$ cat config.mk
export PLATFORM = sky130hd
export DESIGN_NAME = pwm_half_bridge
export DESIGN_NICKNAME = d
export VERILOG_FILES = /design/src/rtl/pwm_pkg.sv /design/src/rtl/deadband_delay.sv /design/src/rtl/pwm_half_bridge.sv
export VERILOG_INCLUDE_DIRS = /design/src /design/src/rtl
export SDC_FILE = /design/constraint.sdc
export NUM_CORES = 1
export LEC_CHECK = 0
export BUFFER_PORTS_ARGS = -buffer_cell sky130_fd_sc_hd__buf_2
export CAP_MARGIN = 20
export CELL_PAD_IN_SITES_DETAIL_PLACEMENT = 1
export CELL_PAD_IN_SITES_GLOBAL_PLACEMENT = 1
export CORE_AREA = 2 2 115 117
export DETAILED_ROUTE_END_ITERATION = 8
export DIE_AREA = 0 0 117 119
export PLACE_DENSITY = 0.9
export SYNTH_ARGS = -nofsm -noshare
export SYNTH_HDL_FRONTEND = slang
export SYNTH_SLANG_ARGS = --single-unit
$ cat constraint.sdc
create_clock -name clk_i -period 2.4 [get_ports clk_i]
set_input_delay 0.48 -clock clk_i [delete_from_list [all_inputs] [get_ports clk_i]]
set_output_delay 0.48 -clock clk_i [all_outputs]
set_load 0.02 [all_outputs]
$ cat src/rtl/pwm_cfg.svh
// Register offsets, field positions, reset values and timing counts
// Assumes a 32-bit classic Wishbone slave, byte addresses, word aligned
`ifndef PWM_CFG_SVH
`define PWM_CFG_SVH

`define ADR_PERIOD_LIMIT   4'h0
`define ADR_PERIOD_TIMER   4'h1
`define ADR_DUTY_HIGH      4'h2
`define ADR_DUTY_SHADOW    4'h3
`define ADR_MODULE_CTRL    4'h4
`define ADR_TIMER_CTRL     4'h5
`define ADR_BRIDGE_CTRL    4'h6
`define ADR_FLAGS          4'h7
`define ADR_PIN_DIR        4'h8

`define PERIOD_LIMIT_RST   8'hff
`define PIN_DIR_RST        2'h3
`define DUTY_LSB_LO        4
`define BRIDGE_MODE_HI     7
`define TIMER_ON_BIT       2
`define SLEEP_BIT          3
`define CYC_PER_INSTR      2'h3

`endif

$ cat src/rtl/pwm_pkg.sv
// Types shared by the PWM block
// Assumes pwm_cfg.svh supplies the numeric constants
`default_nettype none
package pwm_pkg;
  typedef enum logic [1:0] {
    PRE_1  = 2'h0,
    PRE_4  = 2'h1,
    PRE_16 = 2'h2
  } prescale_t;

  typedef enum logic [1:0] {
    BR_SINGLE = 2'h0,
    BR_HALF   = 2'h2
  } bridge_t;

  typedef enum logic [0:0] {
    GEN_WAIT = 1'h0,
    GEN_RUN  = 1'h1
  } gen_state_t;
endpackage : pwm_pkg
`default_nettype wire

$ cat src/rtl/deadband_delay.sv
// Dead-band delay for one output: delays rising edge only
// Assumes tick_i pulses once per instruction cycle
`default_nettype none
module deadband_delay (
  // Clock and reset
  input  wire logic       clk_i,
  input  wire logic       rst_i,
  // Control
  input  wire logic       run_i,
  input  wire logic       tick_i,
  input  wire logic [6:0] count_i,
  // Signal
  input  wire logic       raw_i,
  output logic            del_o
);
  logic [6:0] cnt_r, cnt_nxt;
  logic       del_r, del_nxt;

  always_comb begin
    cnt_nxt = cnt_r;
    del_nxt = del_r;
    if (run_i) begin
      if (!raw_i) begin
        cnt_nxt = 7'h00;
        del_nxt = 1'b0;
      end else if (!del_r) begin
        if (cnt_r >= count_i) begin
          del_nxt = 1'b1;
        end else if (tick_i) begin
          cnt_nxt = cnt_r + 7'h01;
        end
      end
    end
  end

  always_ff @(posedge clk_i) begin
    if (rst_i) begin
      cnt_r <= 7'h00;
      del_r <= 1'b0;
    end else begin
      cnt_r <= cnt_nxt;
      del_r <= del_nxt;
    end
  end

  // Falling edge passes straight through, no extra lag
  assign del_o = del_r && raw_i;
endmodule : deadband_delay
`default_nettype wire

$ cat src/rtl/pwm_half_bridge.sv
// Enhanced PWM with double-buffered 10-bit duty and half-bridge output
// Assumes a classic Wishbone master; pins are resolved outside
`include "pwm_cfg.svh"
`default_nettype none
module pwm_half_bridge (
  // Clock and reset
  input  wire logic        clk_i,
  input  wire logic        rst_i,
  // Wishbone slave
  input  wire logic        cyc_i,
  input  wire logic        stb_i,
  input  wire logic        we_i,
  input  wire logic [5:0]  adr_i,
  input  wire logic [3:0]  sel_i,
  input  wire logic [31:0] dat_i,
  output logic [31:0]      dat_o,
  output logic             ack_o,
  output logic             err_o,
  // PWM pins
  output logic             output_a_o,
  output logic             output_a_oe_o,
  output logic             output_b_complement_o,
  output logic             output_b_complement_oe_o,
  // Status
  output logic             period_flag_o
);
  logic [7:0]  period_limit_r, period_limit_nxt;
  logic [7:0]  period_timer_r, period_timer_nxt;
  logic [7:0]  duty_high_byte_r, duty_high_byte_nxt;
  logic [7:0]  duty_shadow_r, duty_shadow_nxt;
  logic [1:0]  duty_latch_r, duty_latch_nxt;
  logic [7:0]  module_control_r, module_control_nxt;
  logic [7:0]  timer_ctrl_r, timer_ctrl_nxt;
  logic [7:0]  bridge_control_r, bridge_control_nxt;
  logic [1:0]  pin_direction_r, pin_direction_nxt;
  logic        period_flag_r, period_flag_nxt;
  logic [3:0]  pre_r, pre_nxt;
  logic [1:0]  osc_r, osc_nxt;
  logic        pwm_r, pwm_nxt;
  logic        ack_r, ack_nxt;
  logic        err_r, err_nxt;
  logic [31:0] dat_r, dat_nxt;
  pwm_pkg::gen_state_t state_r, state_nxt;

  logic        req;
  logic        wr;
  logic [3:0]  widx;
  logic        pwm_mode;
  logic        sleep;
  logic        run;
  logic        incr;
  logic        match;
  logic [1:0]  low_bits;
  logic [9:0]  time_base;
  logic [9:0]  duty_buf;
  logic [9:0]  duty_new;
  logic        instr_tick;
  logic        half;
  logic        raw_b;
  logic        dly_a;
  logic        dly_b;
  logic        act_a;
  logic        act_b;
  logic        inv_a;
  logic        inv_b;
  logic        clr_now;
  logic        pwm_live;
  pwm_pkg::prescale_t pre_sel;

  assign req      = cyc_i && stb_i && !ack_r && !err_r;
  // Writes land at the edge where the master sees ack, never earlier
  assign wr       = cyc_i && stb_i && ack_r && we_i && sel_i[0];
  assign widx     = adr_i[5:2];
  // PWM modes are 11xx in the output mode bits
  assign pwm_mode = module_control_r[3:2] == 2'h3;
  assign sleep    = timer_ctrl_r[`SLEEP_BIT];
  assign run      = timer_ctrl_r[`TIMER_ON_BIT] && !sleep;
  assign pre_sel  = pwm_pkg::prescale_t'(timer_ctrl_r[1:0]);
  assign half     = module_control_r[`BRIDGE_MODE_HI:6] == pwm_pkg::BR_HALF;

  // One timer increment per 4 x prescale clocks
  always_comb begin
    case (pre_sel)
      pwm_pkg::PRE_1:  incr = osc_r == `CYC_PER_INSTR;
      pwm_pkg::PRE_4:  incr = osc_r == `CYC_PER_INSTR && pre_r[1:0] == 2'h3;
      pwm_pkg::PRE_16: incr = osc_r == `CYC_PER_INSTR && pre_r == 4'hf;
      default:         incr = osc_r == `CYC_PER_INSTR && pre_r == 4'hf; // 11 acts as 16
    endcase
  end

  // Low time-base bits come from clock phase or prescaler
  always_comb begin
    case (pre_sel)
      pwm_pkg::PRE_1: low_bits = osc_r;
      pwm_pkg::PRE_4: low_bits = pre_r[1:0];
      default:        low_bits = pre_r[3:2];
    endcase
  end

  assign instr_tick = run && osc_r == `CYC_PER_INSTR;
  assign match      = period_timer_r == period_limit_r;
  assign time_base  = {period_timer_r, low_bits};
  assign duty_buf   = {duty_shadow_r, duty_latch_r};
  assign duty_new   = {duty_high_byte_r, module_control_r[`DUTY_LSB_LO+1:`DUTY_LSB_LO]};

  // Timer, duty buffer and waveform
  always_comb begin
    period_timer_nxt = period_timer_r;
    duty_shadow_nxt  = duty_shadow_r;
    duty_latch_nxt   = duty_latch_r;
    pre_nxt          = pre_r;
    osc_nxt          = osc_r;
    pwm_nxt          = pwm_r;
    state_nxt        = state_r;
    period_flag_nxt  = period_flag_r;
    if (run) begin
      osc_nxt = osc_r + 2'h1;
      if (osc_r == `CYC_PER_INSTR) begin
        pre_nxt = pre_r + 4'h1;
      end
      if (incr) begin
        pre_nxt = 4'h0;
        if (match) begin
          period_timer_nxt = 8'h00;
          duty_shadow_nxt  = duty_new[9:2];
          duty_latch_nxt   = duty_new[1:0];
          period_flag_nxt  = 1'b1;
          if (pwm_mode) begin
            state_nxt = pwm_pkg::GEN_RUN;
            pwm_nxt   = duty_new != 10'h000;
          end
        end else begin
          period_timer_nxt = period_timer_r + 8'h01;
        end
      end
      // Compare only against the latched value; duty past period never hits
      if (state_r == pwm_pkg::GEN_RUN && time_base == duty_buf) begin
        pwm_nxt = 1'b0;
      end
    end
    if (!pwm_mode) begin
      state_nxt = pwm_pkg::GEN_WAIT;
      pwm_nxt   = 1'b0;
    end
    if (wr && widx == `ADR_PERIOD_TIMER) begin
      period_timer_nxt = dat_i[7:0];
    end
    if (wr && widx == `ADR_DUTY_SHADOW && !pwm_mode) begin
      duty_shadow_nxt = dat_i[7:0];
    end
    // Software clear loses to a same-cycle period event
    if (wr && widx == `ADR_FLAGS && dat_i[0] && !(run && incr && match)) begin
      period_flag_nxt = 1'b0;
    end
  end

  // Register file writes
  always_comb begin
    period_limit_nxt   = period_limit_r;
    duty_high_byte_nxt = duty_high_byte_r;
    module_control_nxt = module_control_r;
    timer_ctrl_nxt     = timer_ctrl_r;
    bridge_control_nxt = bridge_control_r;
    pin_direction_nxt  = pin_direction_r;
    if (wr) begin
      case (widx)
        `ADR_PERIOD_LIMIT: period_limit_nxt   = dat_i[7:0];
        `ADR_DUTY_HIGH:    duty_high_byte_nxt = dat_i[7:0];
        `ADR_MODULE_CTRL:  module_control_nxt = dat_i[7:0];
        `ADR_TIMER_CTRL:   timer_ctrl_nxt     = {4'h0, dat_i[3:0]};
        `ADR_BRIDGE_CTRL:  bridge_control_nxt = {1'b0, dat_i[6:0]};
        `ADR_PIN_DIR:      pin_direction_nxt  = dat_i[1:0];
        default:           period_limit_nxt   = period_limit_r;
      endcase
    end
  end

  // Bus answer: one wait-free ack, err for unmapped words
  always_comb begin
    ack_nxt = 1'b0;
    err_nxt = 1'b0;
    dat_nxt = dat_r;
    if (req) begin
      ack_nxt = widx <= `ADR_PIN_DIR;
      err_nxt = widx > `ADR_PIN_DIR;
      case (widx)
        `ADR_PERIOD_LIMIT: dat_nxt = {24'h0, period_limit_r};
        `ADR_PERIOD_TIMER: dat_nxt = {24'h0, period_timer_r};
        `ADR_DUTY_HIGH:    dat_nxt = {24'h0, duty_high_byte_r};
        `ADR_DUTY_SHADOW:  dat_nxt = {24'h0, duty_shadow_r};
        `ADR_MODULE_CTRL:  dat_nxt = {24'h0, module_control_r[7:6], 1'b0,
                                      module_control_r[4:0]};
        `ADR_TIMER_CTRL:   dat_nxt = {24'h0, timer_ctrl_r};
        `ADR_BRIDGE_CTRL:  dat_nxt = {24'h0, bridge_control_r};
        `ADR_FLAGS:        dat_nxt = {31'h0, period_flag_r};
        `ADR_PIN_DIR:      dat_nxt = {30'h0, pin_direction_r};
        default:           dat_nxt = 32'h0;
      endcase
    end
  end

  always_ff @(posedge clk_i) begin
    if (rst_i) begin
      period_limit_r   <= `PERIOD_LIMIT_RST;
      period_timer_r   <= 8'h00;
      duty_high_byte_r <= 8'h00;
      duty_shadow_r    <= 8'h00;
      duty_latch_r     <= 2'h0;
      module_control_r <= 8'h00;
      timer_ctrl_r     <= 8'h00;
      bridge_control_r <= 8'h00;
      pin_direction_r  <= `PIN_DIR_RST;
      period_flag_r    <= 1'b0;
      pre_r            <= 4'h0;
      osc_r            <= 2'h0;
      pwm_r            <= 1'b0;
      state_r          <= pwm_pkg::GEN_WAIT;
      ack_r            <= 1'b0;
      err_r            <= 1'b0;
      dat_r            <= 32'h0;
    end else begin
      period_limit_r   <= period_limit_nxt;
      period_timer_r   <= period_timer_nxt;
      duty_high_byte_r <= duty_high_byte_nxt;
      duty_shadow_r    <= duty_shadow_nxt;
      duty_latch_r     <= duty_latch_nxt;
      module_control_r <= module_control_nxt;
      timer_ctrl_r     <= timer_ctrl_nxt;
      bridge_control_r <= bridge_control_nxt;
      pin_direction_r  <= pin_direction_nxt;
      period_flag_r    <= period_flag_nxt;
      pre_r            <= pre_nxt;
      osc_r            <= osc_nxt;
      pwm_r            <= pwm_nxt;
      state_r          <= state_nxt;
      ack_r            <= ack_nxt;
      err_r            <= err_nxt;
      dat_r            <= dat_nxt;
    end
  end

  // Mask in the match cycle so the pulse is exactly duty units wide
  assign clr_now  = state_r == pwm_pkg::GEN_RUN && time_base == duty_buf;
  assign pwm_live = pwm_r && !clr_now;
  // Complement only exists while the generator runs
  assign raw_b = state_r == pwm_pkg::GEN_RUN && !pwm_live;

  deadband_delay u_dly_a (
    .clk_i   (clk_i),
    .rst_i   (rst_i),
    .run_i   (run),
    .tick_i  (instr_tick),
    .count_i (bridge_control_r[6:0]),
    .raw_i   (pwm_live),
    .del_o   (dly_a)
  );

  deadband_delay u_dly_b (
    .clk_i   (clk_i),
    .rst_i   (rst_i),
    .run_i   (run),
    .tick_i  (instr_tick),
    .count_i (bridge_control_r[6:0]),
    .raw_i   (raw_b),
    .del_o   (dly_b)
  );

  // Dead band applies in half-bridge only
  assign act_a = half ? dly_a : pwm_live;
  assign act_b = half ? dly_b : pwm_live;
  // Mode 1100 all high, 1101 B low, 1110 A low, 1111 all low
  assign inv_a = module_control_r[1];
  assign inv_b = module_control_r[0];
  assign output_a_o            = act_a ^ inv_a;
  assign output_b_complement_o = act_b ^ inv_b;
  // Whole control register zero releases both pins to port function
  assign output_a_oe_o            = pwm_mode && !pin_direction_r[0];
  assign output_b_complement_oe_o = pwm_mode && !pin_direction_r[1];

  assign dat_o         = dat_r;
  assign ack_o         = ack_r;
  assign err_o         = err_r;
  assign period_flag_o = period_flag_r;
endmodule : pwm_half_bridge
`default_nettype wire

==> impl_metrics.yaml <==
clocking:
  cts_root_buf: "clkbuf_16"
  htree_levels: 3
  cts_num_sinks: 90
  cts_buffers: 9
  cts_tree: "yes"
  max-clock-path-buffers: 2
  cts.clk_slew.worst_paths_ns: 0.07
  cts_hold_buf: 0
  clock_latency_ns: 0.36
timing:
  tightest_slew_ns: 0.629
  timing.final.ws_setup_ns: -0.391
  fin_crit_ns: 2.79
  clock_skew_ns: 0.00658
  slew-limit-headroom_pct: 58.0
  final_hold_viol_count: 0
  finalSetupViolCount: 2
  min_period_over_period_pct: 116
  max_freq_mhz: 358
  rsz0062_at_grt: "yes"
  finalMaxSlewViolations: 0
critical_path:
  cp_num_buf_inv: 1
  reg2regPathDepth: 9
  r2r_start: "timer_ctrl_r[0]"
  slowest_delay_ns: 0.41
  rrSetupSlack_ns: 0.10
  cp_top_family: "compound AO/OA/AOI/OAI gates"
  startpoint_type: "register"
  end_kind: "primary output"
  worst_ep_required_time_ns: 1.92
  path_cells: "xnor2_1 -> nand2_1 -> a2111oi_4 -> a21o_1 -> mux2i_2 -> xor2_2 -> buf_6"
  slowest_stage: "a2111oi_4"
  crit_arrival_ns: 2.31
  reg2reg_to: "u_dly_a.cnt_r[0]"
  path_class: "reg2out"
  worstPathMaxFanout: 2
detailed_routing:
  postRouteAntennaNets: 0
  vias: 5092
  via_per_inst: 5.79
  wl_per_cell_um: 19.6
  drcViolationCount: 0
  drt_first_pass_iters: 5
  drt_iter0_drc: 369
  totalWireLength_um: 17200
cells_and_area:
  layout.nets: 765
  n_antenna_cell: 0
  syn_to_final_growth_pct: 16.0
  drive_gt1_share_pct: 17.9
  nFillCells: 1567
  multi_input_area_mm2: 0.00312
  regArea_mm2: 0.00181
  fin_area_mm2: 0.00604
synthesis:
  netlist_instances: 653
  yosys_warnings: 0
  synth_cell_types: 54
  synth-seq-cells: 90
  synthFlopType: "dfxtp_1"
  synth_edf_count: 0
  synthesis.area_mm2: 0.00521
  avgSynthCellArea_um2: 7.98
  ys_seq_area_share_pct: 34.6
  synthArstFlopShare_pct: 0
run:
  cap_viol_max_count: 0
die:
  die_height_um: 119
  die_area_mm2: 0.0139
  start_util_pct: 40.5
  die_w_um: 117
  ios: 86
  row_count: 42
  core_area_mm2: 0.0129
power:
  p_leak_nw: 2.30
  max-vdd-ir-drop_uv: 527
  powerDensity_mw_per_mm2: 523
hold_path:
  hold_start: "dat_i[7]"
  hp-class: "in2reg"
  hold_depth: 3
  holdPathEnd: "duty_high_byte_r[7]"
place:
  place_ws_ns: -0.248
  place_area_mm2: 0.00563
  portBuffers: 32
  place_congestion: 0.991
  hpwl_um: 12400
run_status:
  outcome: "finished, violations left"
  failed_checks: "setup timing"
grt:
  antenna_found_initial: 0
  grt_pass1_wl_um: 27600
  grt_pass1_vias: 5400
  grt_util_all_layers_pct: 25.4
  grt.overflow.total: 0
  grt_max_degree: 47
==> worst register-to-register path, stage by stage (launching register included) <==
cell and delay, ns:
dfxtp_2 0.34, mux2i_1 0.21, mux2i_1 0.30, a2111oi_4 0.14, a21o_1 0.24, buf_6 0.13, buf_6 0.12, buf_4 0.13
or4_1 0.49, a21oi_1 0.14
==> metrics by stage <==
step	utilization, %	cells	setup TNS [ns]	hold slack, ns	total power, W
5_1_grt	46.9	879	-0.978	0.439	0.00325
2_1_floorplan	-	676	0	0.436	0.00173
4_1_cts	46.3	875	-0.632	0.428	0.00317
3_5_place_dp	43.7	858	-1.32	0.450	0.00179
3_3_place_gp	43.7	858	0	0.440	0.00178
6_report	46.9	879	-0.779	0.447	0.00316
==> cells in the final DEF (no fill, tap or decap), types with 22 or more instances in the layout <==
| master | n |
|---|---|
| dfxtp_1 | 86 |
| nand3_1 | 52 |
| o21ai_0 | 22 |
| buf_4 | 44 |
| nand2_1 | 78 |
| conb_1 | 24 |
| buf_2 | 30 |
| a21oi_1 | 50 |
| nor2_1 | 45 |
| inv_1 | 27 |
==> Yosys cell counts, types with 5 or more instances <==
cell,count,area share [%]
a31oi_1,11,1.3
nor2b_1,13,1.6
ha_1,20,4.8
a211oi_1,19,2.7
o21ai_0,24,2.3
buf_2,9,0.86
xnor2_1,18,3.0
a21oi_1,51,4.9
o211ai_1,8,1.2
a22oi_1,8,1.2
mux2i_1,22,4.2
and3_1,7,0.84
nand4_1,12,1.4
clkbuf_1,26,1.9
nand2_1,78,5.6
nand3_1,54,5.2
mux2_2,5,1.1
buf_4,26,3.7
nor2_1,46,3.3
inv_1,27,1.9
or3_1,7,0.84
nor3_1,9,0.86
dfxtp_1,90,35
==> layer usage <==
layer	vias to the layer above	wire length, um	global-route usage, %
met3	45	841	5.19
met2	153	8840	43.8
li1	2373	-	-
met1	2521	7020	31.4
met4	0	493	8.31
met5	-	0	0
==> kinds of logic after synthesis <==
kind of cell	after synthesis	synth area share [%]
AOI/OAI and AO/OA	151	18.9
DFF	90	34.6
and+or+nand+nor	247	22.6
muxes	30	6.61
buffers and inverters	93	8.96
other	1	0.0720
adders and majority gates	20	4.80
xor gates and xnor gates	21	3.53
==> worst max-delay path by stage <==
stage,end,slack (ns),depth (start not counted),from
finish,output_b_complement_o,-0.39,7,period_timer_r[3]
floorplan,output_b_complement_o,0.04,7,timer_ctrl_r[0]
detailed placement,u_dly_a.cnt_r[5],-0.25,7,timer_ctrl_r[0]
CTS,output_b_complement_o,-0.34,7,timer_ctrl_r[0]
global route,output_b_complement_o,-0.48,8,timer_ctrl_r[1]
global placement,output_b_complement_o,0.004,7,timer_ctrl_r[1]
==> area by class of cell <==
| class | instances | area share, % |
|---|---|---|
| flip-flops and latches | 90 | 29.9 |
| repair buffers | 77 | 8.51 |
| inverters | 27 | 1.68 |
| clock buffers | 9 | 3.73 |
| multi-input cells | 493 | 51.6 |
| well taps | 176 | 3.64 |
| clock inverters | 7 | 0.994 |
==> state kept, by name, summed over array words and instances (netlist names), 2 cells and up <==
name / flops
dat_o: 8
duty_high_byte_r: 8
duty_shadow_r: 8
module_control_r: 8
period_limit_r: 8
period_timer_r: 8
bridge_control_r: 7
u_dly_a.cnt_r: 7
u_dly_b.cnt_r: 7
pre_r: 4
timer_ctrl_r: 4
duty_latch_r: 2
osc_r: 2
pin_direction_r: 2
==> where the power goes <==
group	leakage, nW	internal [W]	total, W	switching [W]
sequential	0.728	0.00150	0.00151	0.00000820
clock	0.137	0.000721	0.00139	0.000671
combinational	1.44	0.0000728	0.000259	0.000186
total	2.30	0.00230	0.00316	0.000865
==> repair_timing <==
item / CTS / global route
buffers inserted: 1 / 4
pin swaps: 3 / 5
endpoints found under the setup margin: 10 / 22
gates resized for setup: 12 / 13
(Power assumes the default switching activity.)
